===== config.mk =====
export PLATFORM = sky130hd
export DESIGN_NAME = charge_gauge
export DESIGN_NICKNAME = d
export VERILOG_FILES = /design/src/hw/charge_gauge_pkg.sv /design/src/hw/charge_gauge.sv
export SDC_FILE = /design/constraint.sdc
export NUM_CORES = 2
export LEC_CHECK = 0
export BUFFER_PORTS_ARGS = -buffer_cell sky130_fd_sc_hd__clkbuf_2
export CAP_MARGIN = 15
export CORE_MARGIN = 4
export CORE_UTILIZATION = 53
export CTS_CLUSTER_SIZE = 12
export DETAILED_ROUTE_END_ITERATION = 10
export PLACE_DENSITY_LB_ADDON = 0.15
export SLEW_MARGIN = 20
export SYNTH_ARGS = -nofsm -noshare
export SYNTH_HDL_FRONTEND = slang
export SYNTH_SLANG_ARGS = --single-unit

===== constraint.sdc =====
create_clock -name clock -period 14.8 [get_ports clock]
set_input_delay 1.48 -clock clock [delete_from_list [all_inputs] [get_ports clock]]
set_output_delay 1.48 -clock clock [all_outputs]
set_load 0.05 [all_outputs]

===== src/hw/charge_gauge_pkg.sv =====
// Shared constants of the measurement sequencer and charge counter.
// Assumes a 100 MHz system clock and a 32768 Hz time base pin.
package charge_gauge_pkg;

    // ==========================================================
    // Register map (byte offsets on APB)
    localparam logic [7:0] CTRL_OFS = 8'h00;
    localparam logic [7:0] VOLTAGE_OFS = 8'h04;
    localparam logic [7:0] TEMPERATURE_OFS = 8'h08;
    localparam logic [7:0] CURRENT_OFS = 8'h0C;
    localparam logic [7:0] AVERAGED_OFS = 8'h10;
    localparam logic [7:0] ACCUM_OFS = 8'h14;
    localparam logic [7:0] CONV_COUNT_OFS = 8'h18;
    localparam logic [7:0] SOC_OFS = 8'h1C;
    localparam logic [7:0] CC_SCALE_OFS = 8'h20;
    localparam logic [7:0] VM_PARAM_OFS = 8'h24;
    localparam logic [7:0] OCV_OFS = 8'h28;
    localparam logic [1:0] OCV_TAB_PAGE = 2'h1;
    localparam logic [1:0] SOC_TAB_PAGE = 2'h2;
    localparam int TAB_ENTRIES = 16;

    // ==========================================================
    // Reset values
    localparam logic MODE_RESET = 1'b1;
    localparam logic [15:0] CC_SCALE_RESET = 16'h018B;
    localparam logic [11:0] VM_PARAM_RESET = 12'h141;
    localparam logic [15:0] OCV_TAB_BASE = 16'h0600;
    localparam logic [15:0] OCV_TAB_STEP = 16'h0020;
    localparam logic [15:0] SOC_TAB_STEP = 16'h0640;

    // ==========================================================
    // Timing
    localparam int TB_HZ = 32768;
    localparam int FRAME_S = 4;
    localparam int TEMP_S = 16;
    localparam int VT_MS = 250;
    localparam int CURR_MS = 500;
    localparam int FRAME_TICKS = TB_HZ * FRAME_S;
    localparam int VT_TICKS = TB_HZ * VT_MS / 1000;
    localparam int CURR_TICKS = TB_HZ * CURR_MS / 1000;
    localparam logic [1:0] TEMP_EVERY = 2'(TEMP_S / FRAME_S - 1);

    // ==========================================================
    // Arithmetic scaling
    localparam int CC_SHIFT = 12;
    localparam int VM_SHIFT = 12;
    localparam int AVG_SHIFT = 2;
    localparam int RATE_SHIFT = 4;

    typedef enum logic [1:0] {
        IDLE = 2'b00,
        TEMP = 2'b01,
        VOLT = 2'b10,
        CURR = 2'b11
    } conv_t;

endpackage


===== src/hw/charge_gauge.sv =====
// Measurement sequencer, charge counter and gauge parameter registers.
// Assumes an APB master on clock, a free running time base pin and a
// shared converter whose result settles before each slot ends.
//
// Our own choices: the APB register port and the address map.
`timescale 1ns/10ps

module charge_gauge #(
    parameter int FRAME_TICKS = charge_gauge_pkg::FRAME_TICKS,
    parameter int VT_TICKS = charge_gauge_pkg::VT_TICKS,
    parameter int CURR_TICKS = charge_gauge_pkg::CURR_TICKS
) (
    input wire logic clock,
    input wire logic resetn,
    input wire logic psel,
    input wire logic penable,
    input wire logic pwrite,
    input wire logic [7:0] paddr,
    input wire logic [31:0] pwdata,
    output logic [31:0] prdata,
    output logic pready,
    output logic pslverr,
    input wire logic timebase_in,
    input wire logic [15:0] conv_data,
    output charge_gauge_pkg::conv_t conv_kind,
    output logic voltage_only_select
);

    localparam logic [19:0] FRAME_LAST = 20'(FRAME_TICKS - 1);
    localparam logic [19:0] VT_LAST = 20'(VT_TICKS - 1);
    localparam logic [19:0] CURR_LAST = 20'(CURR_TICKS - 1);
    localparam logic [19:0] CURR_LEN = 20'(CURR_TICKS);

    typedef struct packed {
        logic tb1;
        logic tb2;
        logic tb3;
        logic [15:0] d1;
        logic [15:0] d2;
        charge_gauge_pkg::conv_t st;
        logic [19:0] frame_cnt;
        logic [19:0] slot_cnt;
        logic [1:0] frame_idx;
        logic vonly;
        logic [11:0] volt;
        logic [7:0] temp;
        logic [13:0] cur;
        logic [15:0] avg;
        logic [31:0] acc;
        logic [15:0] cnt;
        logic [15:0] soc;
        logic [15:0] soc_prev;
        logic [15:0] ccs;
        logic [11:0] vmp;
        logic [15:0] ocv;
        logic [15:0][15:0] ocvtab;
        logic [15:0][15:0] soctab;
        logic [31:0] prdata;
        logic pready;
        logic pslverr;
    } state_t;

    state_t s_r;
    state_t s_nxt;

    logic tick;
    logic frame_end;
    logic slot_last;
    logic room;
    logic cur_done;
    logic volt_done;
    logic apb_wr;
    logic [15:0] avg_target;
    logic [15:0] soc_vm;
    logic [15:0] rate_sample;
    logic signed [16:0] ocv_diff;
    logic signed [31:0] vm_prod;
    logic signed [31:0] cc_prod;
    logic [31:0] rd_val;
    logic rd_err;

    // ==========================================================
    // Sequencer, arithmetic and register file
    always_comb begin
        s_nxt = s_r;
        // Pin inputs pass two flops; data reads the second stage, the time base edge also a third
        s_nxt.tb1 = timebase_in;
        s_nxt.tb2 = s_r.tb1;
        s_nxt.tb3 = s_r.tb2;
        s_nxt.d1 = conv_data;
        s_nxt.d2 = s_r.d1;
        tick = s_r.tb2 & ~s_r.tb3;

        frame_end = tick && s_r.frame_cnt == FRAME_LAST;
        slot_last = tick && s_r.slot_cnt ==
            ((s_r.st == charge_gauge_pkg::CURR) ? CURR_LAST : VT_LAST);
        // A current conversion must end inside the frame
        room = (s_r.frame_cnt + CURR_LEN) <= FRAME_LAST;
        cur_done = slot_last && s_r.st == charge_gauge_pkg::CURR;
        volt_done = slot_last && s_r.st == charge_gauge_pkg::VOLT;

        if (tick) begin
            s_nxt.frame_cnt = frame_end ? '0 : s_r.frame_cnt + 20'h00001;
            s_nxt.slot_cnt = s_r.slot_cnt + 20'h00001;
        end

        if (slot_last) begin
            s_nxt.slot_cnt = '0;
            unique case (s_r.st)
                charge_gauge_pkg::TEMP: begin
                    s_nxt.temp = s_r.d2[7:0];
                    s_nxt.st = charge_gauge_pkg::VOLT;
                end
                charge_gauge_pkg::VOLT, charge_gauge_pkg::CURR: begin
                    // Back to current only in mixed mode
                    s_nxt.st = (!s_r.vonly && room) ?
                        charge_gauge_pkg::CURR : charge_gauge_pkg::IDLE;
                end
                charge_gauge_pkg::IDLE: s_nxt.st = charge_gauge_pkg::IDLE;
            endcase
        end

        // Frame start: temperature every fourth frame, voltage always
        if (frame_end) begin
            s_nxt.slot_cnt = '0;
            s_nxt.frame_idx = s_r.frame_idx + 2'h1;
            s_nxt.st = (s_r.frame_idx == charge_gauge_pkg::TEMP_EVERY) ?
                charge_gauge_pkg::TEMP : charge_gauge_pkg::VOLT;
        end

        // Voltage model: estimate chases the measured voltage
        ocv_diff = 17'($signed({5'h00, s_r.d2[11:0]})) -
            $signed({1'b0, s_r.ocv});
        vm_prod = 32'(ocv_diff * $signed({1'b0, s_r.vmp}));
        soc_vm = '0;
        for (int i = 0; i < charge_gauge_pkg::TAB_ENTRIES; i++) begin
            if (s_r.ocv >= s_r.ocvtab[i]) begin
                soc_vm = s_r.soctab[i];
            end
        end
        rate_sample = soc_vm - s_r.soc_prev;

        if (volt_done) begin
            s_nxt.volt = s_r.d2[11:0];
            s_nxt.ocv = s_r.ocv +
                vm_prod[charge_gauge_pkg::VM_SHIFT+15:charge_gauge_pkg::VM_SHIFT];
            if (s_r.vonly) begin
                s_nxt.soc = soc_vm;
                s_nxt.soc_prev = soc_vm;
                // 64 s over 4 s steps gives a 1/16 filter
                s_nxt.avg = s_r.avg + 16'($signed(rate_sample - s_r.avg) >>>
                    charge_gauge_pkg::RATE_SHIFT);
            end
        end

        // Quarter-step sample, filtered over four 500 ms results
        avg_target = {{2{s_r.d2[13]}}, s_r.d2[13:0]} << 2;
        cc_prod = $signed(s_r.d2[13:0]) * $signed({1'b0, s_r.ccs});
        if (cur_done) begin
            s_nxt.cur = s_r.d2[13:0];
            s_nxt.acc = s_r.acc + {{18{s_r.d2[13]}}, s_r.d2[13:0]};
            s_nxt.cnt = s_r.cnt + 16'h0001;
            s_nxt.soc = s_r.soc +
                cc_prod[charge_gauge_pkg::CC_SHIFT+15:charge_gauge_pkg::CC_SHIFT];
            s_nxt.avg = s_r.avg + 16'($signed(avg_target - s_r.avg) >>>
                charge_gauge_pkg::AVG_SHIFT);
        end

        // APB: answer in first access cycle, data prepared at setup
        rd_err = 1'b0;
        rd_val = '0;
        unique case (paddr)
            charge_gauge_pkg::CTRL_OFS: rd_val = {31'h0, s_r.vonly};
            charge_gauge_pkg::VOLTAGE_OFS: rd_val = {20'h0, s_r.volt};
            charge_gauge_pkg::TEMPERATURE_OFS: rd_val = {{24{s_r.temp[7]}}, s_r.temp};
            charge_gauge_pkg::CURRENT_OFS: rd_val = {{18{s_r.cur[13]}}, s_r.cur};
            charge_gauge_pkg::AVERAGED_OFS: rd_val = {16'h0, s_r.avg};
            charge_gauge_pkg::ACCUM_OFS: rd_val = s_r.acc;
            charge_gauge_pkg::CONV_COUNT_OFS: rd_val = {16'h0, s_r.cnt};
            charge_gauge_pkg::SOC_OFS: rd_val = {16'h0, s_r.soc};
            charge_gauge_pkg::CC_SCALE_OFS: rd_val = {16'h0, s_r.ccs};
            charge_gauge_pkg::VM_PARAM_OFS: rd_val = {20'h0, s_r.vmp};
            charge_gauge_pkg::OCV_OFS: rd_val = {16'h0, s_r.ocv};
            default: begin
                if (paddr[1:0] == 2'h0 &&
                        paddr[7:6] == charge_gauge_pkg::OCV_TAB_PAGE) begin
                    rd_val = {16'h0, s_r.ocvtab[paddr[5:2]]};
                end else if (paddr[1:0] == 2'h0 &&
                        paddr[7:6] == charge_gauge_pkg::SOC_TAB_PAGE) begin
                    rd_val = {16'h0, s_r.soctab[paddr[5:2]]};
                end else begin
                    rd_err = 1'b1;
                end
            end
        endcase

        apb_wr = psel && penable && pwrite && s_r.pready && !s_r.pslverr;
        if (psel && !penable) begin
            s_nxt.pready = 1'b1;
            s_nxt.pslverr = rd_err;
            s_nxt.prdata = pwrite ? 32'h0 : rd_val;
        end else begin
            s_nxt.pready = 1'b0;
            s_nxt.pslverr = 1'b0;
        end

        // Host writes come last so they win over a same-cycle update
        if (apb_wr) begin
            unique case (paddr)
                charge_gauge_pkg::CTRL_OFS: s_nxt.vonly = pwdata[0];
                charge_gauge_pkg::AVERAGED_OFS: s_nxt.avg = pwdata[15:0];
                charge_gauge_pkg::SOC_OFS: begin
                    s_nxt.soc = pwdata[15:0];
                    s_nxt.soc_prev = pwdata[15:0];
                    s_nxt.acc = '0;
                end
                charge_gauge_pkg::CC_SCALE_OFS: s_nxt.ccs = pwdata[15:0];
                charge_gauge_pkg::VM_PARAM_OFS: s_nxt.vmp = pwdata[11:0];
                default: begin
                    if (paddr[7:6] == charge_gauge_pkg::OCV_TAB_PAGE) begin
                        s_nxt.ocvtab[paddr[5:2]] = pwdata[15:0];
                    end else if (paddr[7:6] == charge_gauge_pkg::SOC_TAB_PAGE) begin
                        s_nxt.soctab[paddr[5:2]] = pwdata[15:0];
                    end
                end
            endcase
        end
    end

    always_ff @(posedge clock or negedge resetn) begin
        if (!resetn) begin
            s_r <= '0;
            s_r.st <= charge_gauge_pkg::TEMP;
            s_r.vonly <= charge_gauge_pkg::MODE_RESET;
            s_r.ccs <= charge_gauge_pkg::CC_SCALE_RESET;
            s_r.vmp <= charge_gauge_pkg::VM_PARAM_RESET;
            for (int i = 0; i < charge_gauge_pkg::TAB_ENTRIES; i++) begin
                s_r.ocvtab[i] <= 16'(charge_gauge_pkg::OCV_TAB_BASE +
                    i * charge_gauge_pkg::OCV_TAB_STEP);
                s_r.soctab[i] <= 16'(i * charge_gauge_pkg::SOC_TAB_STEP);
            end
        end else begin
            s_r <= s_nxt;
        end
    end

    assign prdata = s_r.prdata;
    assign pready = s_r.pready;
    assign pslverr = s_r.pslverr;
    assign conv_kind = s_r.st;
    assign voltage_only_select = s_r.vonly;
endmodule // charge_gauge


; After elaboration in Yosys (flattened, before gate mapping)
; Index checks and enable logic that the tools add are counted.
[word_totals]
ff_bits = 796
in_bits = 62
output_inout_bits = 37
wordCells = 197
[classes]
addsub = 14
multipliers = 2
n_lt_le_gt_ge = 19
n_eq_ne = 18
mux = 54
bitwise = 4
reduce_logical = 30
[ops]
columns = op, n
row1 = 256-bit bitwise mux, 2
row2 = 16-bit two-way mux, 25
row3 = 32-bit one-hot mux with 11 select lines, 1
row4 = 16-bit >= comparator, 16
row5 = 32-bit two-way mux, 5
row6 = 16-bit binary-select mux with 4-bit select, 2
row7 = 80-bit two-way mux, 1
row8 = 16-bit adder, 4
row9 = 16-bit demux with 4-bit select, 1
row10 = 20-bit two-way mux, 3
row11 = 60-bit two-way mux, 1
row12 = 48-bit two-way mux, 1
row13 = 16-bit subtractor, 3
row14 = 20-bit by 1-bit adder with 20-bit output (second input constant), 2
row15 = 32-bit adder, 1
row16 = 8-bit by 5-bit == test with 1-bit output (second input constant), 4
row17 = 14-bit by 17-bit multiplier with 28-bit output, 1
row18 = 17-bit by 13-bit multiplier with 28-bit output, 1
row19 = 8-bit by 6-bit == test with 1-bit output (second input constant), 3
row20 = 22-bit two-way mux, 1
row21 = 20-bit by 15-bit adder with 20-bit output (second input constant), 1
row22 = 20-bit by 14-bit == test with 1-bit output, 1
row23 = 20-bit by 17-bit == test with 1-bit output (second input constant), 1
row24 = 20-bit by 17-bit less-or-equal comparator with 1-bit output (second input constant), 1
row25 = other kinds (28), 59

; Logic depth before layout (Yosys ltp)
[logic_depth]
depth_word = 25
mapped_depth = 49
mapped_depth_nobuf = 48

; Worst setup path after synthesis
; No wires, ideal clock.
[synth_timing]
path_kind = reg2reg
from = register s_r[547] (netlist bit)
to = register s_r[561] (netlist bit)
setup_time_ps = 82
arrival_time_ps = 9683
t_required_ps = 14718
setup_slack_ps = 5035
stages_incl_launch_ff = 42
n_path_buf = 1
synth_period_minus_slack_ps = 9765
cell_sequence = dfrtp_1 -> inv_1 -> ha_1 -> nor2b_1 -> o21ai_0 -> a21boi_0 -> o21ai_0 -> a21boi_0 -> o21ai_0 -> a21boi_0 -> o21ai_0 -> a21boi_0 -> o21ai_0 -> a21boi_0 -> o211ai_1 -> xor2_1 -> clkbuf_1 -> nand2_1 -> (+6 left out) -> inv_1 -> fa_1 -> ha_1 -> or4_1 -> o221a_2 -> o41a_1 -> a21oi_1 -> nor2b_1 -> nor2_1 -> xnor2_1 -> ha_1 -> o41ai_1 -> o21ai_0 -> a31oi_1 -> xor2_1 -> or3_1 -> a21oi_1 -> xor2_1
[synth_between]
elab_chain_len = 3
[synth_rtl]
columns = item, line
row1 = from (decl), charge_gauge.sv:63  ; state_t s_r;
row2 = from (signal assigned), charge_gauge.sv:243  ; s_r <= s_nxt;
row3 = 12-bit by 16-bit subtractor with 17-bit output, charge_gauge.sv:132  ; ocv_diff = 17'($signed({5'h00, s_r.d2[11:0]})) -
row4 = 17-bit by 13-bit multiplier with 28-bit output, charge_gauge.sv:134  ; vm_prod = 32'(ocv_diff * $signed({1'b0, s_r.vmp}));
row5 = 16-bit adder (*), charge_gauge.sv:145  ; s_nxt.ocv = s_r.ocv +
; Mark *: on every way between the ends. The rest lies on a longest branch, timed or not.
; A chain may end at the register's enable or synchronous reset.

; Final worst setup path
[layout_timing]
from = register s_r (netlist bit avg_target[2])
to = register s_r[561] (netlist bit)
[layout_between]
elab_chain_len = 3
[layout_rtl]
columns = item, line
row1 = 12-bit by 16-bit subtractor with 17-bit output, charge_gauge.sv:132
row2 = 17-bit by 13-bit multiplier with 28-bit output, charge_gauge.sv:134
row3 = 16-bit adder, charge_gauge.sv:145
; Every way passes these cells.

==> flow_metrics.py <==
metrics = {
    "status": {
        "status": "completed",
    },
    "cts": {
        "cts_resized": 0,
        "path_clk_slew_ns": 0.06,
        "cts_setup_buffers": 0,
        "tritoncts": "yes",
        "cts_max_level": 3,
        "hold_buffers": 0,
        "clk_path_buf_depth": 3,
        "clock_latency_ns": 0.73,
        "numCtsBuffers": 94,
        "cts_num_sinks": 796,
        "cts-root-buf": "clkbuf_16",
    },
    "layout": {
        "nNetsFinal": 7318,
        "drive_above_1_share_pct": 16.5,
        "stdcell_count": 7968,
        "area_delta_synth_final_pct": 8.65,
    },
    "logic_synthesis": {
        "synth-seq-cells": 796,
        "yosys_warnings": 0,
        "syn-num-nets": 7386,
        "ys_seq_area_share_pct": 31.9,
        "avgSynthCellArea_sq_um": 9.82,
        "syn_inst": 6416,
        "synth_top_flop_cell": "dfrtp_1",
        "async_reset_ff_share_pct": 100,
        "synth_edf_count": 0,
        "synth_cell_types": 84,
        "syn_area_sq_mm": 0.0630,
    },
    "flow_run": {
        "drv_cap": 0,
    },
    "floorplan": {
        "row_count": 126,
        "die_y_microns": 353,
        "coreArea_sq_mm": 0.118,
        "initial_core_util_pct": 53.3,
        "ioPinCount": 99,
        "dieArea_sq_mm": 0.124,
        "die_x_microns": 353,
    },
    "timing": {
        "setup_viol": 0,
        "hold_viol": 0,
        "tightest_slew_ns": 1.16,
        "slew_headroom_pct": 22.7,
        "post-route-min-period_ns": 11.41,
        "final-max-slew-violation-count": 0,
        "setup_tns_ns": 0,
        "post-route-period-util_pct": 77.1,
        "max_freq_mhz": 87.6,
        "rsz0062_at_grt": "false",
        "fin_skew_ns": 0.0679,
    },
    "global_route": {
        "grt_pass1_vias": 48400,
        "grt.total_usage_pct": 29.7,
        "antenna_found_initial": 7,
        "grt_pass1_wl_mm": 287,
        "grt-ovfl-total": 0,
        "grt_max_degree": 168,
    },
    "drt": {
        "vias": 47800,
        "drt_iter0_markers": 4373,
        "postRouteAntennaNets": 0,
        "wirelength_mm": 184,
        "vias_per_cell": 6.00,
        "drcViolationCount": 0,
        "wire_per_inst_microns": 23.1,
        "firstDrtPassIters": 6,
    },
    "critical_path": {
        "arrival_ns": 12.02,
        "crit_top_cell": "o21ai_0",
        "crit_fanout": 18,
        "endpoint_kind": "register",
        "cp-start-kind": "register",
        "critPathMaxStageDelay_ns": 0.81,
        "critPathKind": "register to register",
        "cpMaxStageDelayCell": "nor2_1",
        "required_ns": 15.41,
    },
    "pwr": {
        "power.total_mw": 5.26,
        "vdd_ir_drop_max_v": 0.0000932,
        "power_density_mw_per_mm2": 76.8,
        "p_leak_nw": 33.7,
    },
    "min_path": {
        "hold_path.class": "register to register",
    },
    "place": {
        "dp_cells": 7788,
        "port_buffers": 80,
        "hpwl_mm": 132,
        "place_congestion": 0.898,
    },
}
synthesized netlist by cell type (all sizes together) (38+ instances only):
cell type | number | share of area [%]
mux2 | 320 | 5.7
mux4 | 160 | 5.7
nand2b | 48 | 0.48
ha | 545 | 11
inv | 717 | 4.3
nor2b | 43 | 0.43
xnor2 | 136 | 1.9
buf | 93 | 0.81
nand2 | 852 | 5.1
and2 | 195 | 1.9
dfrtp | 655 | 26
a21o | 77 | 0.92
dfstp | 141 | 5.9
clkbuf | 294 | 1.8
xor2 | 70 | 0.97
nand3 | 79 | 0.63
nand4 | 41 | 0.41
nor3 | 47 | 0.37
nor2 | 279 | 1.7
and3 | 38 | 0.38
o21a | 42 | 0.50
fa | 363 | 12
a211oi | 40 | 0.50
a22oi | 58 | 0.69
o21ai | 433 | 3.4
a21oi | 264 | 2.1
cell usage in the layout, fill, tap and decap left out, types with 140 or more instances in the layout:
cell / count
mux4_2: 160
dfrtp_1: 655
o21ai_0: 359
a21oi_1: 261
nand2_1: 852
mux2_2: 320
fa_1: 363
ha_1: 545
dfstp_2: 141
buf_4: 140
inv_1: 716
nor2_1: 255
and2_1: 194
flip-flops by register name, indices dropped and copies added, names as in the netlist:
name / cells
pready: 1
s_nxt: 16
voltage_only_select: 1
prdata: 32
s_r: 729
pslverr: 1
conv_kind: 2
avg_target: 14
kinds of logic after synthesis:
| logic type | share of synthesized area (%) |
|---|---|
| and+or+nand+nor | 12.2 |
| AOI/OAI and AO/OA | 12.3 |
| adders and majority gates | 22.4 |
| xor gates and xnor gates | 2.87 |
| muxes | 11.6 |
| buffers and inverters | 6.83 |
| DFF | 31.9 |
layer usage:
| layer | vias up | global-route usage [%] | share of wire, % |
|---|---|---|---|
| met3 | 317 | 4.92 | 7.6 |
| met4 | 4 | 10.6 | 3.9 |
| met5 | - | 0 | 0.015 |
| li1 | 21700 | - | - |
| met2 | 1745 | 47.2 | 46 |
| met1 | 24100 | 41.5 | 43 |
worst paths after layout:
kind / start / endpoint / slack (ns) / cells after the start
worst max-delay path: avg_target[2] / s_r[561] / 3.39 / 44
worst min-delay path: s_nxt[770] / avg_target[7] / 0.35 / 0
worst max register to register: avg_target[2] / s_r[561] / 3.39 / 44
worst min register to register: s_nxt[770] / avg_target[7] / 0.35 / 0
max in group asynchronous: resetn / s_r[249] / 10.95 / 4
min in group asynchronous: resetn / s_r[756] / 0.74 / 1
worst max-delay path, delay by kind of cell (launching register included):
| family | cells | cell delay [ns] |
|---|---|---|
| AOI/OAI and AO/OA | 22 | 4.77 |
| adders and majority gates | 8 | 3.46 |
| and+or+nand+nor | 8 | 1.67 |
| DFF | 1 | 0.76 |
| buffers and inverters | 4 | 0.36 |
| xor gates and xnor gates | 2 | 0.26 |
report_power, final:
group          leakage, nW  switching, mW  internal, mW
registers             9.30         0.0360          2.23
clock network         1.68           1.03          1.54
logic                 22.7          0.286         0.143
through the flow:
stage	worst slack [ns]	area [sq um]	util, %	hold WS [ns]
6_report	3.39	68400	57.9	0.350
5_1_grt	2.67	68400	57.9	0.358
4_1_cts	3.36	68400	57.9	0.351
3_5_place_dp	3.50	65000	55.0	0.335
3_3_place_gp	3.75	65000	55.0	0.333
2_1_floorplan	5.03	63000	-	0.331
final cells by class:
class / instances / area [sq um]
multi-input cells: 4516 / 38700
diodes: 3 / 7.51
fillers: 10100 / 49700
repair buffers: 223 / 1540
flip-flops and latches: 796 / 20100
clock inverters: 49 / 825
inverters: 717 / 2690
clock buffers: 128 / 2620
well taps: 1536 / 1920
No activity file was read; power rests on OpenSTA's default activity.
